`src/logic/pmpl_pkg.sv`:
```
// pmpl_pkg.sv: constants and types for the per-port mii logic block
package pmpl_pkg;
	// register map over the plain register port
	localparam logic [3:0] PMPL_ADDR_CTRL   = 4'h0;
	localparam logic [3:0] PMPL_ADDR_STATUS = 4'h1;
	localparam logic [3:0] PMPL_ADDR_CFG    = 4'h2;
	localparam logic [3:0] PMPL_ADDR_XOVER  = 4'h3;
	// control register bits
	localparam int PMPL_CTRL_LOOP   = 14;
	localparam int PMPL_CTRL_ANEG   = 12;
	localparam int PMPL_CTRL_DUPLEX = 8;
	localparam int PMPL_CTRL_SPEED  = 13;
	// config and crossover register bits, register reset values
	localparam int PMPL_CFG_FIBER   = 0;
	localparam int PMPL_CFG_NOECHO  = 8;
	localparam int PMPL_XOVER_LO    = 8;
	localparam logic [1:0]  PMPL_XOVER_AUTO = 2'h2;
	localparam logic [15:0] PMPL_CTRL_RST   = 16'h1000;
	localparam logic [15:0] PMPL_CFG_RST    = 16'h0000;
	// line symbols exchanged with the coding layer
	localparam logic [3:0] PMPL_NIB_ERR = 4'he;
	localparam logic [3:0] PMPL_NIB_SFD = 4'hd;
	localparam logic [3:0] PMPL_NIB_PRE = 4'h5;
	// clock timing
	localparam int PMPL_SYS_MHZ    = 100;
	localparam int PMPL_FAST_MHZ10 = 250;
	localparam int PMPL_SLOW_MHZ10 = 25;
	localparam int PMPL_HALF_FAST =
		PMPL_SYS_MHZ * 10 / PMPL_FAST_MHZ10 / 2;
	localparam int PMPL_HALF_SLOW =
		PMPL_SYS_MHZ * 10 / PMPL_SLOW_MHZ10 / 2;
	localparam int PMPL_NLP_US   = 16000;
	localparam int PMPL_NLP_CYC  = PMPL_NLP_US * PMPL_SYS_MHZ / 1000;
	localparam int PMPL_DET_CYC  = 1000;

	typedef enum logic [2:0] {
		PMPL_SYM_IDLE, PMPL_SYM_JK, PMPL_SYM_DATA, PMPL_SYM_TR,
		PMPL_SYM_BAD, PMPL_SYM_H, PMPL_SYM_NLP, PMPL_SYM_FLP
	} pmpl_sym_e;

	typedef struct packed {
		logic       en;
		logic       er;
		logic [3:0] d;
	} pmpl_nib_s;

	typedef struct packed {
		pmpl_sym_e  sym;
		logic [3:0] d;
	} pmpl_line_s;

	typedef struct packed {
		logic up;
		logic fast;
		logic full;
		logic fiber;
		logic pdet;
	} pmpl_mode_s;
endpackage : pmpl_pkg

```
`src/logic/pmpl_clkgen.sv`:
```
// pmpl_clkgen.sv: mii clock divider with speed-dependent half period
`timescale 1ns/1ps
module pmpl_clkgen (
	input  wire logic CLOCK,
	input  wire logic RESETN,
	input  wire logic fast,
	output logic      mii_clk,
	output logic      rise
);
	logic [7:0] cnt_r;
	logic [7:0] half;
	assign half = fast ? 8'(pmpl_pkg::PMPL_HALF_FAST)
		: 8'(pmpl_pkg::PMPL_HALF_SLOW);

	always_ff @(posedge CLOCK or negedge RESETN) begin
		if (!RESETN) begin
			cnt_r   <= 8'h00;
			mii_clk <= 1'b0;
		end else if (cnt_r >= half - 8'h01) begin
			cnt_r   <= 8'h00;
			mii_clk <= ~mii_clk;
		end else begin
			cnt_r <= cnt_r + 8'h01;
		end
	end
	assign rise = (cnt_r >= half - 8'h01) && !mii_clk;
endmodule : pmpl_clkgen

```
`src/logic/pmpl_sync.sv`:
```
// pmpl_sync.sv: two-flop synchroniser for a bus of levels
`timescale 1ns/1ps
module pmpl_sync #(
	parameter int W = 1
) (
	input  wire logic         CLOCK,
	input  wire logic         RESETN,
	input  wire logic [W-1:0] d,
	output logic      [W-1:0] q
);
	logic [W-1:0] m_r;
	always_ff @(posedge CLOCK or negedge RESETN) begin
		if (!RESETN) begin
			m_r <= '0;
			q   <= '0;
		end else begin
			m_r <= d;
			q   <= m_r;
		end
	end
endmodule : pmpl_sync

```
`src/logic/pmpl_port.sv`:
```
// pmpl_port.sv: one phy port's mii, mode, loopback and line framing logic
`timescale 1ns/1ps
module pmpl_port (
	input  wire logic                 CLOCK,
	input  wire logic                 RESETN,
	// strap pins
	input  wire logic                 HW_MODE,
	input  wire logic                 HW_SPEED_SELECT,
	input  wire logic                 HW_DUPLEX_SELECT,
	input  wire logic                 HW_MEDIA_SELECT,
	// register port
	input  wire logic [3:0]           REG_ADDR,
	input  wire logic [15:0]          REG_WDATA,
	input  wire logic                 REG_WR,
	input  wire logic                 REG_RD,
	output logic      [15:0]          REG_RDATA,
	// mii
	output logic                      TX_CLK,
	output logic                      RX_CLK,
	input  wire logic                 TX_EN,
	input  wire logic                 TX_ER,
	input  wire logic [3:0]           TXD,
	output logic                      RX_DV,
	output logic                      RX_ER,
	output logic      [3:0]           RXD,
	output logic                      CRS,
	output logic                      COL,
	// coded line side
	input  wire pmpl_pkg::pmpl_line_s LINE_IN,
	input  wire logic                 PARTNER_ANEG,
	input  wire logic                 PARTNER_FULL,
	output pmpl_pkg::pmpl_line_s      LINE_OUT_PAIR,
	output logic                      LINE_OE,
	output logic                      MDIX_MODE_AUTO
);
	////////////////////////////////////////////////////////////////////
	// clocks and synchronisers
	logic      tx_rise;
	logic      rx_rise;
	logic      txck;
	logic [5:0] tx_s;
	logic [3:0] strap_s;
	pmpl_pkg::pmpl_mode_s mode_r;
	pmpl_pkg::pmpl_mode_s mode_nxt;

	pmpl_clkgen u_clk (
		.CLOCK   (CLOCK),
		.RESETN  (RESETN),
		.fast    (mode_r.fast),
		.mii_clk (txck),
		.rise    (tx_rise)
	);
	assign TX_CLK  = txck;
	assign RX_CLK  = txck;
	assign rx_rise = tx_rise;

	// mac drives on tx clock; one tx clock is many system clocks so the
	// synchroniser settles before the sampling edge
	pmpl_sync #(.W(6)) u_txs (
		.CLOCK  (CLOCK),
		.RESETN (RESETN),
		.d      ({TX_EN, TX_ER, TXD}),
		.q      (tx_s)
	);
	pmpl_sync #(.W(4)) u_strap (
		.CLOCK  (CLOCK),
		.RESETN (RESETN),
		.d      ({HW_MODE, HW_SPEED_SELECT, HW_DUPLEX_SELECT,
			HW_MEDIA_SELECT}),
		.q      (strap_s)
	);

	pmpl_pkg::pmpl_nib_s tx_r;
	always_ff @(posedge CLOCK or negedge RESETN) begin
		if (!RESETN)
			tx_r <= '0;
		else if (tx_rise)
			tx_r <= {tx_s[5], tx_s[4], tx_s[3:0]};
	end

	////////////////////////////////////////////////////////////////////
	// registers
	logic [15:0] ctrl_r;
	logic [15:0] cfg_r;
	logic [1:0]  xover_r;
	logic        test_lb;

	always_ff @(posedge CLOCK or negedge RESETN) begin
		if (!RESETN) begin
			ctrl_r  <= pmpl_pkg::PMPL_CTRL_RST;
			cfg_r   <= pmpl_pkg::PMPL_CFG_RST;
			xover_r <= pmpl_pkg::PMPL_XOVER_AUTO;
		end else if (REG_WR) begin
			case (REG_ADDR)
			pmpl_pkg::PMPL_ADDR_CTRL:  ctrl_r <= REG_WDATA;
			pmpl_pkg::PMPL_ADDR_CFG:   cfg_r  <= REG_WDATA;
			pmpl_pkg::PMPL_ADDR_XOVER:
				xover_r <= REG_WDATA[pmpl_pkg::PMPL_XOVER_LO +: 2];
			default: ;
			endcase
		end
	end
	assign MDIX_MODE_AUTO = xover_r[1];

	always_ff @(posedge CLOCK or negedge RESETN) begin
		if (!RESETN)
			REG_RDATA <= 16'h0000;
		else if (REG_RD) begin
			case (REG_ADDR)
			pmpl_pkg::PMPL_ADDR_CTRL:   REG_RDATA <= ctrl_r;
			pmpl_pkg::PMPL_ADDR_CFG:    REG_RDATA <= cfg_r;
			pmpl_pkg::PMPL_ADDR_XOVER:
				REG_RDATA <= {6'h00, xover_r, 8'h00};
			pmpl_pkg::PMPL_ADDR_STATUS:
				REG_RDATA <= {11'h000, mode_r};
			default:                    REG_RDATA <= 16'h0000;
			endcase
		end else
			REG_RDATA <= 16'h0000;
	end

	assign test_lb = ctrl_r[pmpl_pkg::PMPL_CTRL_LOOP]
		&& ctrl_r[pmpl_pkg::PMPL_CTRL_DUPLEX]
		&& !ctrl_r[pmpl_pkg::PMPL_CTRL_ANEG];

	////////////////////////////////////////////////////////////////////
	// mode selection
	logic        strapped_r;
	logic        hw_r;
	logic [15:0] det_r;
	logic        aneg_on;
	assign aneg_on = !hw_r && ctrl_r[pmpl_pkg::PMPL_CTRL_ANEG];

	// mode strap caught by a clocked process once the synchroniser is full
	always_ff @(posedge CLOCK or negedge RESETN) begin
		if (!RESETN) begin
			strapped_r <= 1'b0;
			hw_r       <= 1'b0;
		end else if (!strapped_r && det_r == 16'h0002) begin
			strapped_r <= 1'b1;
			hw_r       <= strap_s[3];
		end
	end

	always_comb begin
		mode_nxt = mode_r;
		if (hw_r) begin
			mode_nxt.up    = 1'b1;
			mode_nxt.fast  = strap_s[2];
			mode_nxt.full  = strap_s[1];
			mode_nxt.fiber = !strap_s[0];
			mode_nxt.pdet  = 1'b0;
		end else if (!aneg_on) begin
			mode_nxt.up    = 1'b1;
			mode_nxt.fast  = ctrl_r[pmpl_pkg::PMPL_CTRL_SPEED];
			mode_nxt.full  = ctrl_r[pmpl_pkg::PMPL_CTRL_DUPLEX];
			mode_nxt.fiber = cfg_r[pmpl_pkg::PMPL_CFG_FIBER];
			mode_nxt.pdet  = 1'b0;
		end else if (det_r >= 16'(pmpl_pkg::PMPL_DET_CYC)) begin
			mode_nxt.up    = 1'b1;
			mode_nxt.fiber = cfg_r[pmpl_pkg::PMPL_CFG_FIBER];
			// negotiation result or parallel detection
			if (PARTNER_ANEG) begin
				mode_nxt.fast = 1'b1;
				mode_nxt.full = PARTNER_FULL;
				mode_nxt.pdet = 1'b0;
			end else begin
				mode_nxt.fast = (LINE_IN.sym == pmpl_pkg::PMPL_SYM_IDLE);
				mode_nxt.full = 1'b0;
				mode_nxt.pdet = 1'b1;
			end
		end
	end

	always_ff @(posedge CLOCK or negedge RESETN) begin
		if (!RESETN) begin
			mode_r <= '0;
			det_r  <= 16'h0000;
		end else begin
			if (strapped_r)
				mode_r <= mode_nxt;
			if (det_r != 16'hffff)
				det_r <= det_r + 16'h0001;
		end
	end

	////////////////////////////////////////////////////////////////////
	// transmit line
	logic [20:0] nlp_r;
	always_ff @(posedge CLOCK or negedge RESETN) begin
		if (!RESETN)
			nlp_r <= 21'h00_0000;
		else if (nlp_r >= 21'(pmpl_pkg::PMPL_NLP_CYC - 1))
			nlp_r <= 21'h00_0000;
		else
			nlp_r <= nlp_r + 21'h00_0001;
	end

	always_ff @(posedge CLOCK or negedge RESETN) begin
		if (!RESETN)
			LINE_OUT_PAIR <= '{pmpl_pkg::PMPL_SYM_IDLE, 4'h0};
		else if (tx_r.en && tx_r.er)
			LINE_OUT_PAIR <= '{pmpl_pkg::PMPL_SYM_H, 4'h0};
		else if (tx_r.en)
			LINE_OUT_PAIR <= '{pmpl_pkg::PMPL_SYM_DATA, tx_r.d};
		else if (mode_r.fast)
			LINE_OUT_PAIR <= '{pmpl_pkg::PMPL_SYM_IDLE, 4'h0};
		else if (nlp_r == 21'h00_0000)
			LINE_OUT_PAIR <= '{pmpl_pkg::PMPL_SYM_NLP, 4'h0};
		else
			LINE_OUT_PAIR <= '{pmpl_pkg::PMPL_SYM_IDLE, 4'h0};
	end
	assign LINE_OE = !test_lb;

	////////////////////////////////////////////////////////////////////
	// receive framing
	logic rx_car_r;
	logic rx_dv_line_r;
	logic sfd_seen_r;
	logic lb_echo;
	logic line_act;
	assign lb_echo = !mode_r.fast && !mode_r.full
		&& !cfg_r[pmpl_pkg::PMPL_CFG_NOECHO] && !test_lb;

	always_ff @(posedge CLOCK or negedge RESETN) begin
		if (!RESETN) begin
			rx_car_r   <= 1'b0;
			sfd_seen_r <= 1'b0;
		end else if (test_lb) begin
			rx_car_r   <= 1'b0;
			sfd_seen_r <= 1'b0;
		end else if (mode_r.fast) begin
			sfd_seen_r <= 1'b0;
			case (LINE_IN.sym)
			pmpl_pkg::PMPL_SYM_JK:   rx_car_r <= 1'b1;
			pmpl_pkg::PMPL_SYM_TR:   rx_car_r <= 1'b0;
			pmpl_pkg::PMPL_SYM_IDLE: rx_car_r <= 1'b0;
			default: ;
			endcase
		end else if (LINE_IN.sym == pmpl_pkg::PMPL_SYM_DATA) begin
			if (LINE_IN.d == pmpl_pkg::PMPL_NIB_PRE)
				rx_car_r <= 1'b1;
			if (rx_car_r && LINE_IN.d == pmpl_pkg::PMPL_NIB_SFD)
				sfd_seen_r <= 1'b1;
		end else begin
			rx_car_r   <= 1'b0;
			sfd_seen_r <= 1'b0;
		end
	end
	assign line_act = rx_car_r;

	// receive outputs move only on the receive clock edge
	logic rx_car_d_r;
	logic idle_cut;
	assign idle_cut = mode_r.fast && rx_car_d_r && !rx_car_r
		&& LINE_IN.sym == pmpl_pkg::PMPL_SYM_IDLE;

	always_ff @(posedge CLOCK or negedge RESETN) begin
		if (!RESETN) begin
			RX_DV      <= 1'b0;
			RX_ER      <= 1'b0;
			RXD        <= 4'h0;
			rx_car_d_r <= 1'b0;
		end else if (rx_rise) begin
			rx_car_d_r <= rx_car_r;
			if (test_lb || (lb_echo && tx_r.en)) begin
				RX_DV <= tx_r.en;
				RX_ER <= tx_r.er;
				RXD   <= tx_r.d;
			end else if (idle_cut) begin
				RX_DV <= 1'b0;
				RX_ER <= 1'b1;
				RXD   <= 4'h0;
			end else if (mode_r.fast && rx_car_r
				&& LINE_IN.sym == pmpl_pkg::PMPL_SYM_BAD) begin
				RX_DV <= 1'b1;
				RX_ER <= 1'b1;
				RXD   <= pmpl_pkg::PMPL_NIB_ERR;
			end else if (mode_r.fast) begin
				RX_DV <= rx_car_r;
				RX_ER <= 1'b0;
				RXD   <= rx_car_r ? LINE_IN.d : 4'h0;
			end else begin
				RX_DV <= rx_car_r && (sfd_seen_r
					|| LINE_IN.d == pmpl_pkg::PMPL_NIB_SFD);
				RX_ER <= 1'b0;
				RXD   <= LINE_IN.d;
			end
		end
	end

	////////////////////////////////////////////////////////////////////
	// carrier and collision, combinational from the active terms
	assign CRS = line_act || (tx_r.en && !mode_r.full);
	assign COL = !mode_r.full && line_act && tx_r.en;
endmodule : pmpl_port

```
`config.mk`:
```
export PLATFORM = sky130hd
export DESIGN_NAME = pmpl_port
export DESIGN_NICKNAME = d
export VERILOG_FILES = /design/src/logic/pmpl_pkg.sv /design/src/logic/pmpl_clkgen.sv /design/src/logic/pmpl_sync.sv /design/src/logic/pmpl_port.sv
export SDC_FILE = /design/constraint.sdc
export NUM_CORES = 1
export LEC_CHECK = 0
export ABC_AREA = 1
export BUFFER_PORTS_ARGS = -buffer_cell sky130_fd_sc_hd__buf_4
export CAP_MARGIN = 10
export CORE_MARGIN = 4
export CORE_UTILIZATION = 60
export CTS_BUF_LIST = sky130_fd_sc_hd__clkbuf_4 sky130_fd_sc_hd__clkbuf_8
export DETAILED_ROUTE_END_ITERATION = 8
export PLACE_DENSITY = 0.83
export SETUP_SLACK_MARGIN = 0.5
export SLEW_MARGIN = 20
export SYNTH_ARGS = -nofsm -noshare
export SYNTH_HDL_FRONTEND = slang
export SYNTH_SLANG_ARGS = --single-unit
```
`constraint.sdc`:
```
create_clock -name CLOCK -period 2.1 [get_ports CLOCK]
set_input_delay 0.525 -clock CLOCK [delete_from_list [all_inputs] [get_ports CLOCK]]
set_output_delay 0.525 -clock CLOCK [all_outputs]
set_load 0.1 [all_outputs]
```
==> qor.yml, run 1 <==
final_layout:
  final_nets: 899
  antenna_cells: 0
  areaGrowthSynthToFinish_pct: 29.1
  drive_above_1_share_pct: 23.9
place:
  gp_congestion: 0.930
  dp.final_hpwl_mm: 9.27
  numPortBuffers: 77
yosys:
  synth_area_sq_mm: 0.00627
  synthMuxAreaShare_pct: 0
  seq_area_frac_synth_pct: 57.9
  ys_warn_count: 0
  yosysUniqueCellTypes: 31
  synth_top_family_by_area: "simple AND/OR/NAND/NOR gates"
  synth_adder_area_share_pct: 1.60
  synth_compound_area_share_pct: 5.72
  avgSynthCellArea_sq_um: 8.69
  synth_xor_area_share_pct: 1.12
  synth-seq-cells: 145
  synth_cells: 722
  synth-simple-area-share_pct: 27.3
sta:
  tns_ns: 0
  rsz0062_at_grt: "yes"
  max_freq_mhz: 533
  slew_headroom_pct: 61.7
  worstMarginPinSlew_ns: 0.571
  setup_viol: 0
  hold_viol_final: 0
  fin_worst_skew_ns: 0.0128
  fin_crit_sh_pct: 89.4
  drv_slew: 0
  fin_crit_ns: 1.88
hold_path:
  hp-class: "primary input to asynchronous set/reset pin"
setup_path:
  rrSetupSlack_ns: 0.41
  worstPathRequired_ns: 1.57
  start_kind: "register"
  cp_max_fo: 2
  cp.arrival_ns: 1.35
  timing.rr.start: "mode_r[3]$_DFFE_PN0P_"
  r2r_end: "RXD[3]$_DFFE_PN0P_"
  rr_worst_depth: 10
  crit_type: "register to primary output"
  end_kind: "primary output"
floorplan:
  row_count: 37
  dieArea_sq_mm: 0.0122
  core_sq_mm: 0.0103
  die_y_um: 110
  die_width_um: 110
  io_pins: 78
  initial_core_util_pct: 61.1
power_and_ir_drop:
  p_total_uw: 7870
  ir_drop_mv: 0.763
  leakagePower_uw: 0.00414
  powerDensity_mw_per_mm2: 972
cts:
  clockRootBuffer: "clkbuf_8"
  tritoncts: "built"
  insertion_delay_ns: 0.45
  cts_num_sinks: 145
  clockBufferDepth: 2
  clkTransAtPathRegs_ns: 0.09
  cts_hold_buf: 0
  htree_levels: 4
  cts_made_buffers: 17
route:
  wire_per_inst_um: 14.6
  dr_total_vias: 5215
  first_iter_violations: 356
  top_layer_used: "met4"
  wl_met3_um: 887
  via_per_inst: 5.23
  wl_met2_mm: 7.43
  route.detailed.drc: 0
  drt-met1-wl_mm: 5.81
  antenna_left: 0
  drtPass1Iterations: 6
  routed_wirelength_mm: 14.5
run:
  drv_cap: 0
status:
  outcome: "finished clean"
grt:
  grt_start_max_net_pins: 48
  grt_pass1_wl_mm: 23.4
  grtUsageTotal_pct: 25.0
  grt_pass1_vias: 5081
  antenna_found_initial: 0
  overflow: 0
-- final cells by class --
| type | count | area, sq um |
|---|---|---|
| timing repair inverter | 1 | 7.51 |
| multi-input combinational | 495 | 2390 |
| timing repair buffer | 110 | 1150 |
| inverter | 78 | 297 |
| tap | 136 | 170 |
| clock inverter | 11 | 180 |
| sequential | 145 | 3630 |
| clock buffer | 21 | 264 |
| fill | 623 | 2180 |
-- Yosys cell counts --
master	n	area, sq um
a21oi_1	13	65.1
a31oi_1	1	6.26
and2_1	1	6.26
buf_2	8	40.0
buf_4	2	15.0
buf_6	4	45.0
clkbuf_1	2	7.51
clkinv_1	1	3.75
conb_1	1	3.75
dfrtp_1	143	3580
dfstp_2	2	52.6
ha_1	8	100
inv_1	76	285
inv_2	1	3.75
nand2_1	250	938
nand2_2	3	18.8
nand2_4	1	11.3
nand3_1	44	220
nand3_2	2	20.0
nand3b_1	5	37.5
nand4_1	10	62.6
nor2_1	74	278
nor3_1	8	40.0
nor3_4	2	32.5
nor3b_1	1	7.51
o21ai_0	28	140
o21ai_2	16	140
o21bai_1	1	7.51
or2_2	6	37.5
xnor2_1	4	35.0
xor2_1	4	35.0
-- cell families (layout without fill, tap and decap cells) --
kind of cell | after synthesis | after routing
simple gates | 407 | 408
flops | 145 | 145
buf+inv | 94 | 221
compound gates | 59 | 59
fa+ha+maj | 8 | 8
xor+xnor | 8 | 8
other cells | 1 | 12
-- cell usage in the layout (no fill, tap or decap), types with 5 or more instances in the layout --
| cell | synthesis | routed |
|---|---|---|
| dfrtp_1 | 143 | 140 |
| buf_4 | 2 | 68 |
| inv_2 | 1 | 7 |
| nand3_1 | 44 | 42 |
| buf_8 | 0 | 6 |
| ha_1 | 8 | 6 |
| a21oi_1 | 13 | 13 |
| nand4_1 | 10 | 10 |
| buf_12 | 0 | 15 |
| inv_1 | 76 | 69 |
| clkbuf_8 | 0 | 17 |
| o21ai_2 | 16 | 16 |
| or2_2 | 6 | 6 |
| nor3_1 | 8 | 8 |
| o21ai_0 | 28 | 28 |
| nand3b_1 | 5 | 5 |
| nor2_1 | 74 | 67 |
| nand2_1 | 250 | 243 |
| buf_6 | 4 | 20 |
| nand2_2 | 3 | 8 |
| conb_1 | 1 | 12 |
-- sequential cells by signal (all words and copies together) (netlist names) --
name	cells
LINE_OUT_PAIR	7
RX_ER	1
sfd_seen_r	1
cfg_r	16
u_clk.mii_clk	1
hw_r	1
u_txs.m_r	6
det_r	16
strapped_r	1
u_strap.q	4
RX_DV	1
xover_r	2
u_strap.m_r	4
RXD	4
u_txs.q	6
line_act	1
rx_car_d_r	1
mode_r	5
nlp_r	21
ctrl_r	16
tx_r	6
u_clk.cnt_r	8
REG_RDATA	16
-- routing by layer --
metal | vias up | track usage (%)
met5 | - | 0
met4 | 0 | 10.7
met3 | 48 | 6.06
met2 | 198 | 41.4
met1 | 2475 | 31.4
li1 | 2494 | -
-- how the worst max path moves through the flow --
stage / from / to / slack (ns)
after detailed placement: REG_ADDR[2] / cfg_r[13]$_DFFE_PN0P_ / 0.24
after floorplan: tx_r[5]$_DFFE_PN0P_ / COL / 0.39
after global routing: mode_r[2]$_DFFE_PN0P_ / COL / 0.16
after CTS: tx_r[5]$_DFFE_PN0P_ / COL / 0.24
final: tx_r[5]$_DFFE_PN0P_ / COL / 0.22
after global placement: REG_ADDR[2] / cfg_r[13]$_DFFE_PN0P_ / 0.31
-- critical path, stage by stage, from the launching register on --
cell,delay (ns)
dfrtp_2,0.38
inv_2,0.06
nor2_4,0.13
inv_2,0.07
nor2_4,0.10
buf_12,0.18
-- where the power goes --
part,internal (uW),leakage [uW],switching (uW),total (uW)
sequential,3110,0.00184,247,3360
combinational,705,0.00207,1400,2110
clock,1360,0.000223,1040,2400
-- through the flow --
step	cell area (sq um)	hold slack (ns)	setup WS [ns]	util, %	cells
6_report	8100	0.00254	0.222	78.8	997
5_1_grt	8100	0.0240	0.164	78.8	997
3_5_place_dp	7060	0.336	0.243	68.7	937
2_1_floorplan	6340	0.229	0.395	-	733
3_3_place_gp	7060	0.335	0.310	68.7	937
4_1_cts	7820	0.00396	0.243	76.1	982
-- what timing repair did --
action                                  CTS  global route
endpoints found under the setup margin   52            56
resized for setup                        58            41
pin swaps                                12             8
setup buffers                            12            13
gates cloned                              1             2
No activity file was read; power rests on OpenSTA's default activity.
==> inputs of run 2 (changes only) <==
SYNTH_HIERARCHICAL = 1   (was not set)
==> run 2 against run 1 <==
Compared with the run above:
- via count is 1.9% higher
- critical path depth is 1 lower
- register-to-register slack worse by 0.18 ns
- routed wire length is 15% higher
- die area is 0.23% lower
- cell area is 0.53% higher
- critical endpoint unchanged
- largest power group unchanged
==> qor.yml, run 2 <==
floorplan:
  row_count: 37
  core_sq_mm: 0.0102
  io_pins: 78
  die_width_um: 110
  initial_core_util_pct: 61.2
  die_y_um: 110
  dieArea_sq_mm: 0.0121
grt:
  grt_pass1_wl_mm: 25.1
  grt_pass1_vias: 5259
  grt_start_max_net_pins: 51
  grtUsageTotal_pct: 27.5
  overflow: 0
  grt_util_met2_pct: 47.4
  antenna_found_initial: 0
  busiest_layer: "met2"
  grtUsageMet1_pct: 31.2
  met3_usage_pct: 8.27
cts:
  clkTransAtPathRegs_ns: 0.08
  clockRootBuffer: "clkbuf_8"
  insertion_delay_ns: 0.48
  htree_levels: 4
  cts_num_sinks: 145
  cts_made_buffers: 17
  tritoncts: "built"
  clockBufferDepth: 2
setup_path:
  crit_type: "register to primary output"
  crit_chain: "inv_2 -> nand2_4 -> nor2_4 -> buf_12"
  timing.rr.start: "mode_r[3]$_DFFE_PN0P_"
  r2r_end: "RXD[1]$_DFFE_PN0P_"
  worstPathRequired_ns: 1.57
  max_stage_delay_ns: 0.42
  end_kind: "primary output"
  cpMaxStageDelayCell: "dfrtp_1"
  rrSetupSlack_ns: 0.23
  start_kind: "register"
  cp.arrival_ns: 1.42
  cp_max_fo: 3
  rr_worst_depth: 10
final_layout:
  drive_above_1_share_pct: 26.0
  post-route-util_pct: 79.6
  final_common_cell: "nand2_1"
  antenna_cells: 0
  regMostFlops: "nlp_r"
  multi_input_area_sq_mm: 0.00237
  final_nets: 866
  fin_cells: 964
  layout.cells.most_common_list: "170 x nand2_1, 138 x dfrtp_1, 78 x inv_1"
  n_fill_cell: 585
  largest_reg_flops: 21
  seq_area_sq_mm: 0.00364
  areaGrowthSynthToFinish_pct: 30.1
yosys:
  yosys-top-cells-count: "175 x nand2_1, 143 x dfrtp_1, 82 x inv_1"
  synth_ff_type: "dfrtp_1"
  synth_area_sq_mm: 0.00626
  synth-edff-count: 0
  ys_top_cells_by_area: "dfrtp_1 57%, nand2_1 10%, inv_1 4.9%"
  avgSynthCellArea_sq_um: 9.06
  yosysMostFrequentCell: "nand2_1"
  synth_top_area_share_pct: 57.2
  synth-seq-cells: 145
  async_flop_share_pct: 100
  synth_cells: 691
  yosysTopAreaCell: "dfrtp_1"
  ys_warn_count: 6
  seq_area_frac_synth_pct: 58.0
  yosysUniqueCellTypes: 39
route:
  dr_total_vias: 5315
  routed_wirelength_mm: 16.8
  antenna_left: 0
  first_iter_violations: 547
  route.detailed.drc: 0
  drtPass1Iterations: 5
  wire_per_inst_um: 17.4
  via_per_inst: 5.51
sta:
  drv_slew: 0
  fin_crit_ns: 1.95
  max_freq_mhz: 513
  slew_headroom_pct: 57.4
  rsz0062_at_grt: "yes"
  worstMarginPinSlew_ns: 0.634
  hold_viol_final: 0
  fin_crit_sh_pct: 92.8
  setup_viol: 0
  tns_ns: 0
  fin_worst_skew_ns: 0.0186
status:
  outcome: "finished clean"
run:
  drv_cap: 0
place:
  numPortBuffers: 77
  gp_congestion: 0.924
  placed_cells: 908
  dp.final_hpwl_mm: 9.49
power_and_ir_drop:
  powerDensity_mw_per_mm2: 976
  leakagePower_uw: 0.00405
  ir_drop_mv: 0.838
hold_path:
  hp-class: "primary input to asynchronous set/reset pin"
## run 2: cell types whose count changed in the layout (fill, tap and decap cells not counted), sizes merged, moves of 4 or more
cell | previous run | this run
a21oi | 13 | 21
nand2 | 254 | 187
or2 | 6 | 1
xor2 | 4 | 11
nor3 | 10 | 14
inv | 78 | 89
o21ai | 44 | 51
## run 2: final cells by class
type	instances	share of cell area, %
well taps	136	2.09
clock inverters	13	1.97
repair buffers	109	14.7
flip-flops and latches	145	44.7
multi-input cells	452	29.1
clock buffers	19	3.14
inverters	90	4.33
## run 2: logic make-up after synthesis
logic type / share of synthesized area, %
simple gates: 25.1
flops: 58.0
buf+inv: 6.60
compound gates: 6.58
xor+xnor: 1.96
fa+ha+maj: 1.60
other cells: 0.120
## run 2: worst max path at each step
stage / from / end / cells past startpoint
final: mode_r[2]$_DFFE_PN0P_ / COL / 4
after CTS: mode_r[2]$_DFFE_PN0P_ / COL / 4
after global routing: mode_r[2]$_DFFE_PN0P_ / COL / 4
after global placement: u_clk/cnt_r[1]$_DFF_PN0_ / RXD[1]$_DFFE_PN0P_ / 10
after detailed placement: u_clk/cnt_r[1]$_DFF_PN0_ / RXD[3]$_DFFE_PN0P_ / 10
after floorplan: mode_r[3]$_DFFE_PN0P_ / RX_ER$_DFFE_PN0P_ / 11
## run 2: per-layer routing
layer  wire (um)  vias to the layer above
met5           0                        -
met4         854                        0
met3        1070                       78
met2        8690                      247
met1        6170                     2583
li1            -                     2407
## run 2: power breakdown
group	switching (uW)	total [uW]	internal (uW)
logic	1480	2260	774
clock network	1090	2310	1220
registers	271	3380	3110
total	2850	7950	5100
## run 2: what timing repair did
item | in CTS | in global routing
pin swaps | 7 | 4
endpoints found under the setup margin | 50 | 57
gates cloned | 0 | 2
buffers inserted | 15 | 7
hold buffers | 0 | 0
gates resized for setup | 80 | 48
## run 2: critical path, delay by kind of cell (launching register included)
kind | cells | cell delay (ns)
buffers and inverters | 2 | 0.29
and+or+nand+nor | 2 | 0.24
DFF | 1 | 0.42
## run 2: stage by stage
step                      worst slack, ns  instance area (sq um)  hold WS [ns]  total power [uW]
after detailed placement            0.192                   7080         0.336              5000
after floorplan                     0.501                   6340         0.229              4530
after global routing                0.109                   8140        0.0122              8240
final                               0.152                   8140       0.00142              7950
after global placement              0.349                   7080         0.335              4930
after CTS                           0.235                   7910        0.0111              7600
==> inputs of run 3 (changes only) <==
CELL_PAD_IN_SITES_DETAIL_PLACEMENT = 1   (was not set)
CELL_PAD_IN_SITES_GLOBAL_PLACEMENT = 1   (was not set)
CORE_UTILIZATION = 46   (was 60)
==> run 3 against run 2 <==
Compared with the run above:
- maximum frequency rose by 4.4%
- register-to-register slack improved by 0.11 ns
- first-iteration DRC count fell by 44%
- global-route usage fell by 3.5 points
- worst setup slack improved by 0.081 ns
- die area rose by 28%
- sequential power barely moved
- clock-buffer cell count fell by 2
- clock power barely moved
- worst hold slack improved by 0.17 ns
- final cell count rose by 4.5%
- clock skew fell by 0.0038 ns
==> qor.yml, run 3 (synthesis gave the netlist of run 2 again) <==
status:
  outcome: "finished clean"
grt:
  grt_pass1_vias: 5888
  antenna_found_initial: 0
  overflow: 0
  grt_pass1_wl_mm: 30.0
  grt_start_max_net_pins: 47
  grtUsageTotal_pct: 24.0
place:
  gp_congestion: 0.829
  dp.final_hpwl_mm: 11.2
  numPortBuffers: 77
floorplan:
  die_y_um: 125
  row_count: 42
  initial_core_util_pct: 47.1
  io_pins: 78
  core_sq_mm: 0.0133
  die_width_um: 125
  dieArea_sq_mm: 0.0155
route:
  route.detailed.drc: 0
  antenna_left: 0
  via_per_inst: 5.23
  dr_total_vias: 5264
  first_iter_violations: 306
  routed_wirelength_mm: 18.9
  wire_per_inst_um: 18.7
  drtPass1Iterations: 4
setup_path:
  end_kind: "primary output"
  cpMaxStageDelayCell: "dfrtp_1"
  cp_max_fo: 3
  crit_type: "register to primary output"
  cp.arrival_ns: 1.34
  rr_worst_depth: 10
  r2r_end: "RXD[1]$_DFFE_PN0P_"
  rrSetupSlack_ns: 0.34
  crit_chain: "inv_2 -> nand2_4 -> nor2_4 -> buf_12"
  path_buf_inv: 2
  timing.rr.start: "mode_r[3]$_DFFE_PN0P_"
  worstPathRequired_ns: 1.57
  max_stage_delay_ns: 0.40
  start_kind: "register"
  cp_top_family: "flip-flops"
final_layout:
  final_common_cell: "nand2_1"
  layout.cells.most_common_list: "170 x nand2_1, 137 x dfrtp_1, 78 x inv_1"
  areaGrowthSynthToFinish_pct: 32.1
  antenna_cells: 0
  largest_reg_flops: 21
  final_nets: 870
  drive_above_1_share_pct: 26.6
  regMostFlops: "nlp_r"
cts:
  htree_levels: 4
  clockBufferDepth: 2
  insertion_delay_ns: 0.46
  tritoncts: "built"
  cts_num_sinks: 145
  cts_made_buffers: 17
  clkTransAtPathRegs_ns: 0.08
  clockRootBuffer: "clkbuf_8"
sta:
  slew_headroom_pct: 60.4
  worstMarginPinSlew_ns: 0.593
  fin_worst_skew_ns: 0.0149
  fin_crit_sh_pct: 88.9
  drv_slew: 0
  tns_ns: 0
  setup_viol: 0
  rsz0062_at_grt: "yes"
  hold_viol_final: 0
  max_freq_mhz: 536
  fin_crit_ns: 1.87
power_and_ir_drop:
  powerDensity_mw_per_mm2: 965
  leakagePower_uw: 0.00408
  p_total_uw: 7980
  ir_drop_mv: 0.523
hold_path:
  min_from: "TXD[2]"
  worstHoldPathCells: 1
  hp-class: "primary input to register"
  hold_end: "u_txs/m_r[2]$_DFF_PN0_"
run:
  drv_cap: 0
run 3: cell count changes in the layout (fill, tap and decap cells not counted), sizes merged:
cell | previous run | this run
buf | 108 | 112
clkbuf | 20 | 17
clkinvlp | 6 | 3
clkinv | 5 | 7
inv | 89 | 91
dlygate4sd3 | 0 | 1
run 3: layout make-up:
class	count	area (sq um)
Clock buffer	17	234
Clock inverter	14	183
Fill cell	1465	5030
Inverter	90	353
Multi-Input combinational cell	452	2390
Sequential cell	145	3640
Tap cell	176	220
Timing Repair Buffer	113	1250
run 3: timing repair:
| item | in CTS | in global routing |
|---|---|---|
| gates resized for setup | 88 | 48 |
| pin swaps | 7 | 12 |
| setup buffers | 20 | 7 |
| setup endpoints to repair | 50 | 63 |
| hold buffers | 1 | 0 |
| hold endpoints to repair | 35 | 0 |
run 3: how the worst max path moves through the flow:
| stage | start | endpoint | slack (ns) | cells past startpoint |
|---|---|---|---|---|
| 6_report | mode_r[2]$_DFFE_PN0P_ | COL | 0.23 | 4 |
| 2_1_floorplan | mode_r[3]$_DFFE_PN0P_ | RX_ER$_DFFE_PN0P_ | 0.50 | 11 |
| 5_1_grt | mode_r[2]$_DFFE_PN0P_ | COL | 0.16 | 4 |
| 3_5_place_dp | mode_r[3]$_DFFE_PN0P_ | RXD[2]$_DFFE_PN0P_ | 0.18 | 10 |
| 3_3_place_gp | u_clk/cnt_r[1]$_DFF_PN0_ | RX_DV$_DFFE_PN0P_ | 0.32 | 10 |
| 4_1_cts | mode_r[2]$_DFFE_PN0P_ | COL | 0.23 | 4 |
run 3: metrics by stage:
stage	worst slack, ns	area (sq um)	hold slack [ns]	cells	utilization, %
floorplan	0.501	6340	0.229	701	-
global placement	0.321	7130	0.332	948	53.6
detailed placement	0.177	7130	0.336	948	53.6
CTS	0.234	8040	0.140	1000	60.5
global route	0.156	8270	0.132	1007	62.2
finish	0.233	8270	0.169	1007	62.2
run 3: power by group:
part           total [uW]  switching [uW]  internal (uW)
combinational        2230            1460            771
sequential           3400             296           3110
clock                2340            1150           1190
total                7980            2910           5070
run 3: metal layers:
metal	part of all wire (%)	vias up	global-route usage, %
li1	-	2421	-
met1	38	2634	28.0
met2	54	153	43.4
met3	3.9	56	4.80
met4	3.7	0	9.09
met5	0	-	0
